[config.mk]
export PLATFORM = sky130hd
export DESIGN_NAME = frg_group_top
export DESIGN_NICKNAME = d
export VERILOG_FILES = /design/src/frg_pkg.sv /design/src/frg_mem_if.sv /design/src/frg_group_mem.sv /design/src/frg_group_top.sv
export SDC_FILE = /design/constraint.sdc
export NUM_CORES = 2
export LEC_CHECK = 0
export BUFFER_PORTS_ARGS = -buffer_cell sky130_fd_sc_hd__clkbuf_2
export CORE_MARGIN = 2
export CORE_UTILIZATION = 25
export CTS_CLUSTER_SIZE = 12
export DETAILED_ROUTE_END_ITERATION = 10
export GPL_ROUTABILITY_DRIVEN = 1
export GPL_TIMING_DRIVEN = 0
export SYNTH_ARGS = -nofsm -noshare
export SYNTH_HDL_FRONTEND = slang
export SYNTH_SLANG_ARGS = --single-unit
[constraint.sdc]
create_clock -name REF_CLK_IN -period 5.05 [get_ports REF_CLK_IN]
set_input_delay 0.2525 -clock REF_CLK_IN [delete_from_list [all_inputs] [get_ports REF_CLK_IN]]
set_output_delay 0.2525 -clock REF_CLK_IN [all_outputs]
set_load 0.01 [all_outputs]
[src/frg_pkg.sv]
// Constants, types and helpers for the flow register grouping block
// Summary of operation
// - Gather scattered flow data into one group
// - Group sits in input or holding space
// - Floats, high word at lower register
// - Battery voltage, contract hour converted to float
// - Twenty slots in fixed order
// - Force flags summed as 1, 10, 100
// - Slots five to sixteen carry calculated values
// - Slots seventeen to nineteen carry configured values
// - Accept start only inside allowed ranges
// - Enable 1 turns copying on, 0 off
// - Status 0 off, 1 copying, 2 invalid
// - Status 3 on reserved holding overlap
// - Status 4 on identifier range overlap
// - Group written only while status is 1
// - Status updates immediately after a write
package frg_pkg;

  // Control register addresses
  localparam logic [15:0] FRG_ADDR_BASE   = 16'hbd88;
  localparam logic [15:0] FRG_ADDR_ENABLE = 16'hbd89;
  localparam logic [15:0] FRG_ADDR_STATUS = 16'hbd8a;

  // Values after reset
  localparam logic [15:0] FRG_BASE_RESET   = 16'h0000;
  localparam logic [15:0] FRG_ENABLE_RESET = 16'h0000;

  // Enable and status codes
  localparam logic [15:0] FRG_ENABLE_ON     = 16'h0001;
  localparam logic [15:0] FRG_STATUS_OFF    = 16'h0000;
  localparam logic [15:0] FRG_STATUS_ON     = 16'h0001;
  localparam logic [15:0] FRG_STATUS_BAD    = 16'h0002;
  localparam logic [15:0] FRG_STATUS_RSV    = 16'h0003;
  localparam logic [15:0] FRG_STATUS_ID_OVL = 16'h0004;

  // Address spaces and accepted start ranges
  localparam logic [15:0] FRG_INSP_LO    = 16'h7531;
  localparam logic [15:0] FRG_IN_OK_HI   = 16'h9b50;
  localparam logic [15:0] FRG_HOLD_OK_LO = 16'h9e35;
  localparam logic [15:0] FRG_HOLD_OK_HI = 16'hb964;
  localparam logic [15:0] FRG_ID_LO      = 16'h9b78;
  localparam logic [15:0] FRG_ID_HI      = 16'h9c3f;
  localparam logic [15:0] FRG_RSV1_LO    = 16'h9c41;
  localparam logic [15:0] FRG_RSV1_HI    = 16'h9e34;
  localparam logic [15:0] FRG_RSV2_LO    = 16'ha8ac;
  localparam logic [15:0] FRG_RSV2_HI    = 16'hab17;
  localparam logic [15:0] FRG_RSV3_LO    = 16'hb98c;
  localparam logic [15:0] FRG_RSV3_HI    = 16'hc34f;

  // Group geometry: twenty floats, two words each
  localparam int          FRG_NUM_SLOTS  = 20;
  localparam int          FRG_NUM_FLOATS = 17;
  localparam int          FRG_NUM_WORDS  = 40;
  localparam logic [15:0] FRG_GROUP_LAST = 16'h0027;
  localparam logic [5:0]  FRG_IDX_LAST   = 6'h27;
  localparam logic [4:0]  FRG_SLOT_BATT  = 5'h00;
  localparam logic [4:0]  FRG_SLOT_FORCE = 5'h04;
  localparam logic [4:0]  FRG_SLOT_HOUR  = 5'h12;

  // Force flag weights
  localparam logic [15:0] FRG_FORCE_DP_W   = 16'h0001;
  localparam logic [15:0] FRG_FORCE_SP_W   = 16'h000a;
  localparam logic [15:0] FRG_FORCE_TEMP_W = 16'h0064;

  // Refresh period
  localparam int FRG_CLK_MHZ           = 125;
  localparam int FRG_REFRESH_PERIOD_US = 1000;
  localparam int FRG_REFRESH_CYCLES    = FRG_REFRESH_PERIOD_US * FRG_CLK_MHZ;

  typedef enum logic {FRG_SEQ_IDLE, FRG_SEQ_COPY} frg_seq_t;
  typedef enum logic [1:0] {FRG_RD_ZERO, FRG_RD_CTL, FRG_RD_GRP} frg_rdsel_t;

  // Inclusive range test
  function automatic logic frg_in(input logic [15:0] v,
                                  input logic [15:0] lo,
                                  input logic [15:0] hi);
    return (v >= lo) && (v <= hi);
  endfunction

  // Overlap of span [s,e] with [lo,hi]
  function automatic logic frg_ovl(input logic [15:0] s,
                                   input logic [15:0] e,
                                   input logic [15:0] lo,
                                   input logic [15:0] hi);
    return (s <= hi) && (e >= lo);
  endfunction

  // Unsigned word to single precision float
  function automatic logic [31:0] frg_u16_to_float(input logic [15:0] v);
    logic [4:0]  p;
    logic [38:0] sh;
    logic [7:0]  ex;
    p = 5'h00;
    for (int i = 0; i < 16; i++) begin
      if (v[i]) begin
        p = 5'(i);
      end
    end
    sh = {23'h0, v} << (5'h17 - p);
    ex = 8'h7f + {3'h0, p};
    if (v == 16'h0000) begin
      return 32'h00000000;
    end
    return {1'b0, ex, sh[22:0]};
  endfunction

  // Status code from start address and enable
  function automatic logic [15:0] frg_eval_status(input logic [15:0] b,
                                                  input logic [15:0] en);
    logic [15:0] e;
    e = b + FRG_GROUP_LAST;
    if (en != FRG_ENABLE_ON) begin
      return FRG_STATUS_OFF;
    end
    if (!frg_in(b, FRG_INSP_LO, FRG_ID_HI) &&
        !frg_in(b, FRG_RSV1_LO, FRG_RSV3_HI)) begin
      return FRG_STATUS_BAD;
    end
    if (frg_ovl(b, e, FRG_ID_LO, FRG_ID_HI)) begin
      return FRG_STATUS_ID_OVL;
    end
    if (frg_ovl(b, e, FRG_RSV1_LO, FRG_RSV1_HI) ||
        frg_ovl(b, e, FRG_RSV2_LO, FRG_RSV2_HI) ||
        frg_ovl(b, e, FRG_RSV3_LO, FRG_RSV3_HI)) begin
      return FRG_STATUS_RSV;
    end
    return FRG_STATUS_ON;
  endfunction

endpackage

[src/frg_mem_if.sv]
// Write and read channel between the grouping logic and its word store
`timescale 1ns/10ps
interface frg_mem_if;
  logic        wr_en;
  logic [5:0]  wr_idx;
  logic [15:0] wr_data;
  logic [5:0]  rd_idx;
  logic [15:0] rd_data;

  modport ctrl (output wr_en, wr_idx, wr_data, rd_idx, input rd_data);
  modport mem  (input wr_en, wr_idx, wr_data, rd_idx, output rd_data);
endinterface

[src/frg_group_mem.sv]
// Word store holding the forty registers of the group
`timescale 1ns/10ps
module frg_group_mem
  import frg_pkg::*;
(
  input wire logic clk_in,    // System clock
  input wire logic resetn_in, // Async reset, active low
  frg_mem_if.mem   port       // Write and read channel
);
  typedef struct packed {
    logic [FRG_NUM_WORDS-1:0][15:0] word;
    logic [15:0]                    rd_data;
  } frg_mem_state_t;

  frg_mem_state_t s;
  frg_mem_state_t n;

  // Write one word, read one word a cycle later
  always_comb begin
    n = s;
    if (port.wr_en && (port.wr_idx <= FRG_IDX_LAST)) begin
      n.word[port.wr_idx] = port.wr_data;
    end
    // Out of range index reads zero rather than wrapping
    n.rd_data = (port.rd_idx <= FRG_IDX_LAST) ? s.word[port.rd_idx]
                                              : 16'h0000;
  end

  // State register
  always_ff @(posedge clk_in or negedge resetn_in) begin
    if (!resetn_in) begin
      s <= '0;
    end else begin
      s <= n;
    end
  end

  assign port.rd_data = s.rd_data;
endmodule

[src/frg_group_top.sv]
// Register grouping: control registers, copy sequencer and read path
`timescale 1ns/10ps
module frg_group_top #(
  parameter int unsigned REFRESH_CYCLES = frg_pkg::FRG_REFRESH_CYCLES
) (
  input  wire logic        REF_CLK_IN,       // System clock, 125 MHz
  input  wire logic        RESETN_IN,        // Async reset, active low
  input  wire logic        REG_WR_IN,        // Register write strobe
  input  wire logic        REG_RD_IN,        // Register read strobe
  input  wire logic [15:0] REG_ADDR_IN,      // Register number
  input  wire logic [15:0] REG_WDATA_IN,     // Write data
  input  wire logic [15:0] BATTERY_RAW_IN,   // Battery voltage, integer
  input  wire logic [15:0] CONTRACT_HOUR_IN, // Contract hour, integer
  input  wire logic [2:0]  FORCE_FLAGS_IN,   // Forced: temp, static, diff
  input  wire logic [frg_pkg::FRG_NUM_FLOATS-1:0][31:0]
                           MEAS_FLOAT_IN,    // Float values, slot order
  output logic      [15:0] REG_RDATA_OUT,    // Read data
  output logic             REG_RVALID_OUT,   // Read data valid pulse
  output logic      [15:0] GROUP_STATE_OUT   // Current status code
);
  import frg_pkg::*;

  typedef struct packed {
    logic [15:0] base;
    logic [15:0] enable;
    logic [15:0] status;
    frg_seq_t    seq;
    logic [5:0]  idx;
    logic [16:0] gap;
    logic [15:0] low;
    logic        rd_pend;
    frg_rdsel_t  rd_sel;
    logic [15:0] rd_ctl;
    logic [15:0] rdata;
    logic        rvalid;
  } frg_state_t;

  frg_state_t  s;
  frg_state_t  n;
  frg_mem_if   grp();
  logic [4:0]  slot;
  logic [31:0] slot_val;
  logic [15:0] slot_low;
  logic [15:0] force_sum;
  logic [15:0] grp_end;
  logic        grp_hit;

  // Position of a float slot within the measured input array
  function automatic logic [4:0] frg_float_index(input logic [4:0] k);
    if (k < FRG_SLOT_FORCE) begin
      return k - 5'h01;
    end
    if (k < FRG_SLOT_HOUR) begin
      return k - 5'h02;
    end
    return k - 5'h03;
  endfunction

  // Force flags as a weighted decimal sum
  always_comb begin
    force_sum = (FORCE_FLAGS_IN[0] ? FRG_FORCE_DP_W : 16'h0000)
              + (FORCE_FLAGS_IN[1] ? FRG_FORCE_SP_W : 16'h0000)
              + (FORCE_FLAGS_IN[2] ? FRG_FORCE_TEMP_W : 16'h0000);
  end

  // Value of the slot being copied
  always_comb begin
    slot = s.idx[5:1];
    case (slot)
      FRG_SLOT_BATT: begin
        slot_val = frg_u16_to_float(BATTERY_RAW_IN);
      end
      FRG_SLOT_FORCE: begin
        slot_val = frg_u16_to_float(force_sum);
      end
      FRG_SLOT_HOUR: begin
        slot_val = frg_u16_to_float(CONTRACT_HOUR_IN);
      end
      default: begin
        // Measured, calculated and configured floats in order
        slot_val = MEAS_FLOAT_IN[frg_float_index(slot)];
      end
    endcase
    slot_low = slot_val[15:0];
  end

  // Group span and host hit test
  always_comb begin
    grp_end = s.base + FRG_GROUP_LAST;
    // Gated on status so a bad start never exposes the store
    grp_hit = (s.status == FRG_STATUS_ON) &&
              (REG_ADDR_IN >= s.base) && (REG_ADDR_IN <= grp_end);
  end

  // Channel to the word store
  assign grp.wr_en   = (s.seq == FRG_SEQ_COPY) &&
                       (s.status == FRG_STATUS_ON);
  assign grp.wr_idx  = s.idx;
  // High word goes first, to the lower register of the pair
  assign grp.wr_data = s.idx[0] ? s.low : slot_val[31:16];
  assign grp.rd_idx  = 6'(REG_ADDR_IN - s.base);

  // Next state: control writes, status, sequencer, read pipeline
  always_comb begin
    n = s;
    if (REG_WR_IN) begin
      case (REG_ADDR_IN)
        FRG_ADDR_BASE: begin
          n.base = REG_WDATA_IN;
        end
        FRG_ADDR_ENABLE: begin
          n.enable = REG_WDATA_IN;
        end
        default: begin
          // Status and group registers are not host writable
        end
      endcase
    end
    // Evaluated on the new settings, so feedback is immediate
    n.status = frg_eval_status(n.base, n.enable);

    case (s.seq)
      FRG_SEQ_IDLE: begin
        if (n.status != FRG_STATUS_ON) begin
          // Restart promptly on the next valid enable
          n.gap = 17'h00000;
        end else if (s.gap == 17'h00000) begin
          n.seq = FRG_SEQ_COPY;
          n.idx = 6'h00;
        end else begin
          n.gap = s.gap - 17'h00001;
        end
      end
      FRG_SEQ_COPY: begin
        if ((s.status != FRG_STATUS_ON) ||
            (n.status != FRG_STATUS_ON)) begin
          n.seq = FRG_SEQ_IDLE;
          n.gap = 17'h00000;
        end else begin
          if (!s.idx[0]) begin
            // Hold low half so both words come from one sample
            n.low = slot_low;
          end
          if (s.idx == FRG_IDX_LAST) begin
            n.seq = FRG_SEQ_IDLE;
            n.gap = 17'(REFRESH_CYCLES - 1);
          end else begin
            n.idx = s.idx + 6'h01;
          end
        end
      end
      default: begin
        n.seq = FRG_SEQ_IDLE;
      end
    endcase

    // Read stage one: decode and capture control values
    n.rd_pend = REG_RD_IN;
    n.rd_sel  = FRG_RD_ZERO;
    n.rd_ctl  = 16'h0000;
    if (REG_RD_IN) begin
      case (REG_ADDR_IN)
        FRG_ADDR_BASE: begin
          n.rd_sel = FRG_RD_CTL;
          n.rd_ctl = s.base;
        end
        FRG_ADDR_ENABLE: begin
          n.rd_sel = FRG_RD_CTL;
          n.rd_ctl = s.enable;
        end
        FRG_ADDR_STATUS: begin
          n.rd_sel = FRG_RD_CTL;
          n.rd_ctl = s.status;
        end
        default: begin
          // Whole group readable as one consecutive block
          n.rd_sel = grp_hit ? FRG_RD_GRP : FRG_RD_ZERO;
        end
      endcase
    end

    // Read stage two: store data arrives one cycle after the index
    n.rvalid = s.rd_pend;
    if (s.rd_pend) begin
      case (s.rd_sel)
        FRG_RD_GRP: begin
          n.rdata = grp.rd_data;
        end
        FRG_RD_CTL: begin
          n.rdata = s.rd_ctl;
        end
        default: begin
          n.rdata = 16'h0000;
        end
      endcase
    end
  end

  // State register
  always_ff @(posedge REF_CLK_IN or negedge RESETN_IN) begin
    if (!RESETN_IN) begin
      s <= '{base: FRG_BASE_RESET, enable: FRG_ENABLE_RESET,
             status: FRG_STATUS_OFF, seq: FRG_SEQ_IDLE, idx: 6'h00,
             gap: 17'h00000, low: 16'h0000, rd_pend: 1'b0,
             rd_sel: FRG_RD_ZERO, rd_ctl: 16'h0000, rdata: 16'h0000,
             rvalid: 1'b0};
    end else begin
      s <= n;
    end
  end

  // Word store
  frg_group_mem u_mem (
    .clk_in    (REF_CLK_IN),
    .resetn_in (RESETN_IN),
    .port      (grp.mem)
  );

  // Outputs straight from the state register
  assign REG_RDATA_OUT   = s.rdata;
  assign REG_RVALID_OUT  = s.rvalid;
  assign GROUP_STATE_OUT = s.status;

  // Disabled group reports off whatever the start holds
  status_off_a:
    assert property (@(posedge REF_CLK_IN) disable iff (!RESETN_IN)
      (s.enable != FRG_ENABLE_ON) |-> (s.status == FRG_STATUS_OFF))
    else $error("status not off while disabled");

  // Active status only for an accepted start
  accept_range_a:
    assert property (@(posedge REF_CLK_IN) disable iff (!RESETN_IN)
      (s.status == FRG_STATUS_ON) |->
        ((frg_in(s.base, FRG_INSP_LO, FRG_IN_OK_HI) ||
          frg_in(s.base, FRG_HOLD_OK_LO, FRG_HOLD_OK_HI)) &&
         !frg_ovl(s.base, grp_end, FRG_RSV2_LO, FRG_RSV2_HI)))
    else $error("status on for a start outside accepted ranges");

  // Start near the identifier block
  id_overlap_a:
    assert property (@(posedge REF_CLK_IN) disable iff (!RESETN_IN)
      ((s.enable == FRG_ENABLE_ON) && (s.base > FRG_IN_OK_HI) &&
       (s.base <= FRG_ID_HI)) |-> (s.status == FRG_STATUS_ID_OVL))
    else $error("identifier overlap not reported");

  // Start in the low reserved holding block
  rsv_overlap_a:
    assert property (@(posedge REF_CLK_IN) disable iff (!RESETN_IN)
      ((s.enable == FRG_ENABLE_ON) &&
       frg_in(s.base, FRG_RSV1_LO, FRG_RSV1_HI))
        |-> (s.status == FRG_STATUS_RSV))
    else $error("reserved overlap not reported");

  // Store written only while active and enabled
  write_gate_a:
    assert property (@(posedge REF_CLK_IN) disable iff (!RESETN_IN)
      grp.wr_en |-> ((GROUP_STATE_OUT == FRG_STATUS_ON) &&
                     (s.enable == FRG_ENABLE_ON)))
    else $error("group written while status not on");

  // Status follows an enable write on the next edge
  immediate_status_a:
    assert property (@(posedge REF_CLK_IN) disable iff (!RESETN_IN)
      (REG_WR_IN && (REG_ADDR_IN == FRG_ADDR_ENABLE)) |=>
        ((s.enable == $past(REG_WDATA_IN)) &&
         (s.status == frg_eval_status(s.base, $past(REG_WDATA_IN)))))
    else $error("status not updated after enable write");

  // Writing zero to enable stops copying at once
  enable_off_a:
    assert property (@(posedge REF_CLK_IN) disable iff (!RESETN_IN)
      (REG_WR_IN && (REG_ADDR_IN == FRG_ADDR_ENABLE) &&
       (REG_WDATA_IN == 16'h0000)) |=> (!grp.wr_en)[*2])
    else $error("copying continued after disable");

  // Low word follows its high word in the next register
  word_pair_a:
    assert property (@(posedge REF_CLK_IN) disable iff (!RESETN_IN)
      (grp.wr_en && !s.idx[0]) |=>
        (!grp.wr_en || ((s.idx == $past(s.idx) + 6'h01) &&
                        (grp.wr_data == $past(slot_low)))))
    else $error("float words written out of order");

  // Sweep starts soon after the group turns active
  sweep_start_a:
    assert property (@(posedge REF_CLK_IN) disable iff (!RESETN_IN)
      ((s.status == FRG_STATUS_ON) &&
       ($past(s.status) != FRG_STATUS_ON)) |-> ##[1:2] grp.wr_en)
    else $error("copy sweep did not start");

  // Force sum of static and temperature is 110.0
  force_sum_a:
    assert property (@(posedge REF_CLK_IN) disable iff (!RESETN_IN)
      ((slot == FRG_SLOT_FORCE) && (FORCE_FLAGS_IN == 3'h6))
        |-> (slot_val == 32'h42dc0000))
    else $error("force flag sum wrong");

  // Every read answered two edges later
  read_answer_a:
    assert property (@(posedge REF_CLK_IN) disable iff (!RESETN_IN)
      REG_RD_IN |-> ##2 REG_RVALID_OUT)
    else $error("read not answered");

  // Start past the holding range lands in reserved space
  rsv_high_a:
    assert property (@(posedge REF_CLK_IN) disable iff (!RESETN_IN)
      ((s.enable == FRG_ENABLE_ON) && (s.base > FRG_HOLD_OK_HI) &&
       (s.base <= FRG_RSV3_HI)) |-> (s.status == FRG_STATUS_RSV))
    else $error("high reserved overlap not reported");

  // Start below the input space is invalid
  invalid_start_a:
    assert property (@(posedge REF_CLK_IN) disable iff (!RESETN_IN)
      ((s.enable == FRG_ENABLE_ON) && (s.base < FRG_INSP_LO))
        |-> (s.status == FRG_STATUS_BAD))
    else $error("invalid start not reported");

  // Group reads give zero unless the group is active
  closed_read_a:
    assert property (@(posedge REF_CLK_IN) disable iff (!RESETN_IN)
      (REG_RD_IN && (s.status != FRG_STATUS_ON) &&
       ((REG_ADDR_IN < FRG_ADDR_BASE) || (REG_ADDR_IN > FRG_ADDR_STATUS)))
        |-> ##2 (REG_RDATA_OUT == 16'h0000))
    else $error("closed group returned data");

  // Status read returns the code held at the request edge
  status_read_a:
    assert property (@(posedge REF_CLK_IN) disable iff (!RESETN_IN)
      (REG_RD_IN && (REG_ADDR_IN == FRG_ADDR_STATUS))
        |-> ##2 (REG_RDATA_OUT == $past(s.status, 2)))
    else $error("status read returned wrong code");

  // A finished sweep pauses before the next one
  refresh_gap_a:
    assert property (@(posedge REF_CLK_IN) disable iff (!RESETN_IN)
      (grp.wr_en && (s.idx == FRG_IDX_LAST)) |=> !grp.wr_en)
    else $error("sweep restarted without a pause");

  // Contract hour nine becomes the float 9.0
  hour_float_a:
    assert property (@(posedge REF_CLK_IN) disable iff (!RESETN_IN)
      ((slot == FRG_SLOT_HOUR) && (CONTRACT_HOUR_IN == 16'h0009))
        |-> (slot_val == 32'h41100000))
    else $error("contract hour conversion wrong");
endmodule

==> metrics.cfg <==
[status]
outcome = finished, violations left
violations = capacitance limit, slew limit

[setup_path]
cpPeakStageDelay_ns = 0.84
critPathMostFrequentCell = a211oi_1
worstPathRequired_ns = 5.57
endpoint_kind = register
r2r_slack_ns = 0.11
cp.arrival_ns = 5.46
cp_max_fo = 10
path_class = register to register
cp-start-kind = register
crit_chain = inv_1 -> ha_1 -> and2b_1 -> o21a_4 -> xnor2_4 -> buf_6 -> buf_4 -> a211oi_1 -> a311oi_1 -> a211oi_1 -> o31ai_2 -> o21ai_2 -> clkbuf_2 -> o21ai_0
critPathTopFamily = compound AO/OA/AOI/OAI gates
cpMaxStageDelayCell = a211oi_1
path_buf_inv = 4

[detailed_routing]
final_antenna_net_count = 0
routed-via-count = 42200
avgViaCountPerCell = 5.38
drt_iter0_markers = 4659
wire_per_inst_um = 28.0
drt_pre_antenna_iters = 5
drt_drc_violations_left = 0
routed_wl_mm = 220

[sta]
fmax_mhz = 202
worst_slew_pin_slew_ns = 1.54
fin_crit_ns = 4.94
whs_ns = 0.0338
finalClockSkew_ns = 0.0518
fin_crit_sh_pct = 97.8
hold_viol_final = 0
finalSetupViolCount = 0
maxSlewHeadroom_pct = -3.20
rsz0062_at_grt = false
setup_tns_ns = 0
finalMaxSlewViolations = 9

[global_route]
track_usage_pct = 23.8
antenna_found_initial = 59
grt_pass1_wl_mm = 309
overflow = 0
grt_pass1_vias = 42400
grt_max_degree = 111

[floorplan]
rows = 153
fp.coreArea_mm2 = 0.174
io_pins = 648
die-area_mm2 = 0.179
dieHeight_um = 424
die_w_um = 424
initial_core_util_pct = 25.2

[pwr]
seqPwrFrac_pct = 44.2
p_int_uw = 10300
power_density_mw_per_mm2 = 261
leakage_uw = 0.0237
clkPwrFrac_pct = 44.5
p_comb_share_pct = 11.4
p_sw_share_pct = 26.5
ir_worst_vdd_uv = 290
power_uw = 14000
p_sw_uw = 3710

[synth]
yosysMostFrequentCell = nand2_1
synthArstFlopShare_pct = 100
synth-main-ff-cell = dfrtp_1
postSynthAreaPerCell_um2 = 9.38
synth_common_cells = 989 x nand2_1, 767 x dfrtp_1, 489 x o21ai_0
netlist_area_mm2 = 0.0440
synth.top_cell.area_share_pct = 43.6
synth-seq-area-share_pct = 43.6
synth_edf_count = 0
synth_cells = 4690
yosysUniqueCellTypes = 100
yosysWarnings = 0
synth_top_cells_by_area = dfrtp_1 44%, mux4_2 9.5%, nand2_1 8.4%, o21ai_0 5.6%, a21oi_1 2.4%
synth_seq_cells = 767
yosysTopAreaCell = dfrtp_1

[clock_network]
cts_buffers = 85
cts_tree = done
path_clk_slew_ns = 0.06
cts.sinks = 767
root_buffer = clkbuf_16
clock_latency_ns = 0.68
clockBufferDepth = 3
cts_htree_levels = 3

[layout]
utilization_pct = 30.7
drive_above_1_share_pct = 23.3
fin_nets = 6098
area_delta_synth_final_pct = 21.6

[placement]
dp.final_hpwl_mm = 173
routabilityCongestion = 1.01
port_buffers = 622

[worst_hold_path]
hold_path_class = primary input to register

[job]
drv_cap = 1

==> logic make-up (layout without fill, tap and decap cells) <==
group,Yosys count,after routing,share of synthesized area (%)
DFF,767,767,43.6
and+or+nand+nor,1681,1681,16.6
AOI/OAI and AO/OA,1313,1313,18.8
muxes,335,335,13.1
buffers and inverters,506,1299,5.58
other,1,49,0.00852
xor gates and xnor gates,36,36,0.802
adders and majority gates,51,51,1.47
==> area by class of cell <==
| cell class | instances | area, um^2 |
|---|---|---|
| clock inverters | 30 | 318 |
| multi-input cells | 3429 | 22500 |
| clock buffers | 120 | 2450 |
| diodes | 36 | 90.1 |
| plain buffers | 428 | 2180 |
| inverters | 72 | 270 |
| fillers | 18400 | 121000 |
| repair buffers | 649 | 3540 |
| well taps | 2325 | 2910 |
| flip-flops and latches | 767 | 19200 |
==> worst min-delay path: cells and delay by family <==
kind                   cells  cell delay (ns)
buffers and inverters      1             0.08
AO/OA/AOI/OAI              3             0.34
==> placed cells by master, fill, tap and decap left out, types with 37 or more instances in the layout <==
master     synthesis  routed
buf_4             63      70
a21oi_1          210     209
nor3_1            57      57
a22oi_1           37      37
clkbuf_16          0      85
clkbuf_1         246     251
dfrtp_1          767     767
nor2b_1           38      37
mux2i_1           72      72
a211oi_1         132     129
clkbuf_2           3     632
o21ai_1           65      63
nand2_1          989     988
inv_1             70      70
nor2_1           274     273
buf_2             68      66
and2_0            40      40
a31oi_1           64      64
mux4_2           185     185
and2_1            70      70
nand3_1           87      87
o211ai_1          37      37
ha_1              50      49
o21ai_0          489     489
mux2_2            78      78
a311oi_1          39      38
==> what timing repair did <==
item / 4_1_cts / 5_1_grt
setup buffers: 1 / 4
endpoints found under the hold margin: 65 / 0
resized for setup: 22 / 19
hold buffers: 9 / 0
endpoints found under the setup margin: 164 / 89
pin swaps: 1 / 2
==> flip-flops by register name (all words and copies together), names as in the netlist <==
| name | cells |
|---|---|
| GROUP_STATE_OUT | 3 |
| REG_RDATA_OUT | 16 |
| REG_RVALID_OUT | 1 |
| grp.wr_idx | 6 |
| n | 1 |
| s | 84 |
| u_mem.port.rd_data | 16 |
| u_mem.s | 640 |
==> stage by stage <==
stage               setup slack, ns  std cells  instance area [um^2]
finish                        0.109       7856                 53500
global route                0.00241       7848                 53500
CTS                          0.0101       7817                 53300
detailed placement           -0.745       7660                 50400
global placement             -14.64       7649                 50100
floorplan                      1.25       4702                 44000
==> power by group through the flow <==
stage	logic [uW]	registers [uW]	clock network [uW]
2_1_floorplan	699	6280	0
3_3_place_gp	1530	6300	0
3_5_place_dp	1550	6290	0
4_1_cts	1570	6180	6260
5_1_grt	1670	6170	6500
6_report	1590	6180	6220
==> worst paths after layout <==
path,startpoint,end,cells after the start
setup reg to reg,grp.wr_idx[2],u_mem.s[92],14
hold / removal,MEAS_FLOAT_IN[527],s[51],4
setup / recovery,grp.wr_idx[2],u_mem.s[92],14
max in group asynchronous,RESETN_IN,u_mem.s[152],4
hold reg to reg,n[0],REG_RVALID_OUT,0
min in group asynchronous,RESETN_IN,u_mem.s[563],2
==> per-layer routing <==
layer | vias up | wire length [um] | track usage, %
met1 | 21100 | 81100 | 27.9
met2 | 2281 | 100000 | 37.8
met3 | 520 | 20400 | 6.25
met5 | - | 189 | 0
met4 | 28 | 17600 | 16.7
li1 | 18300 | - | -
Note: power is estimated with default switching activity, not from simulation.
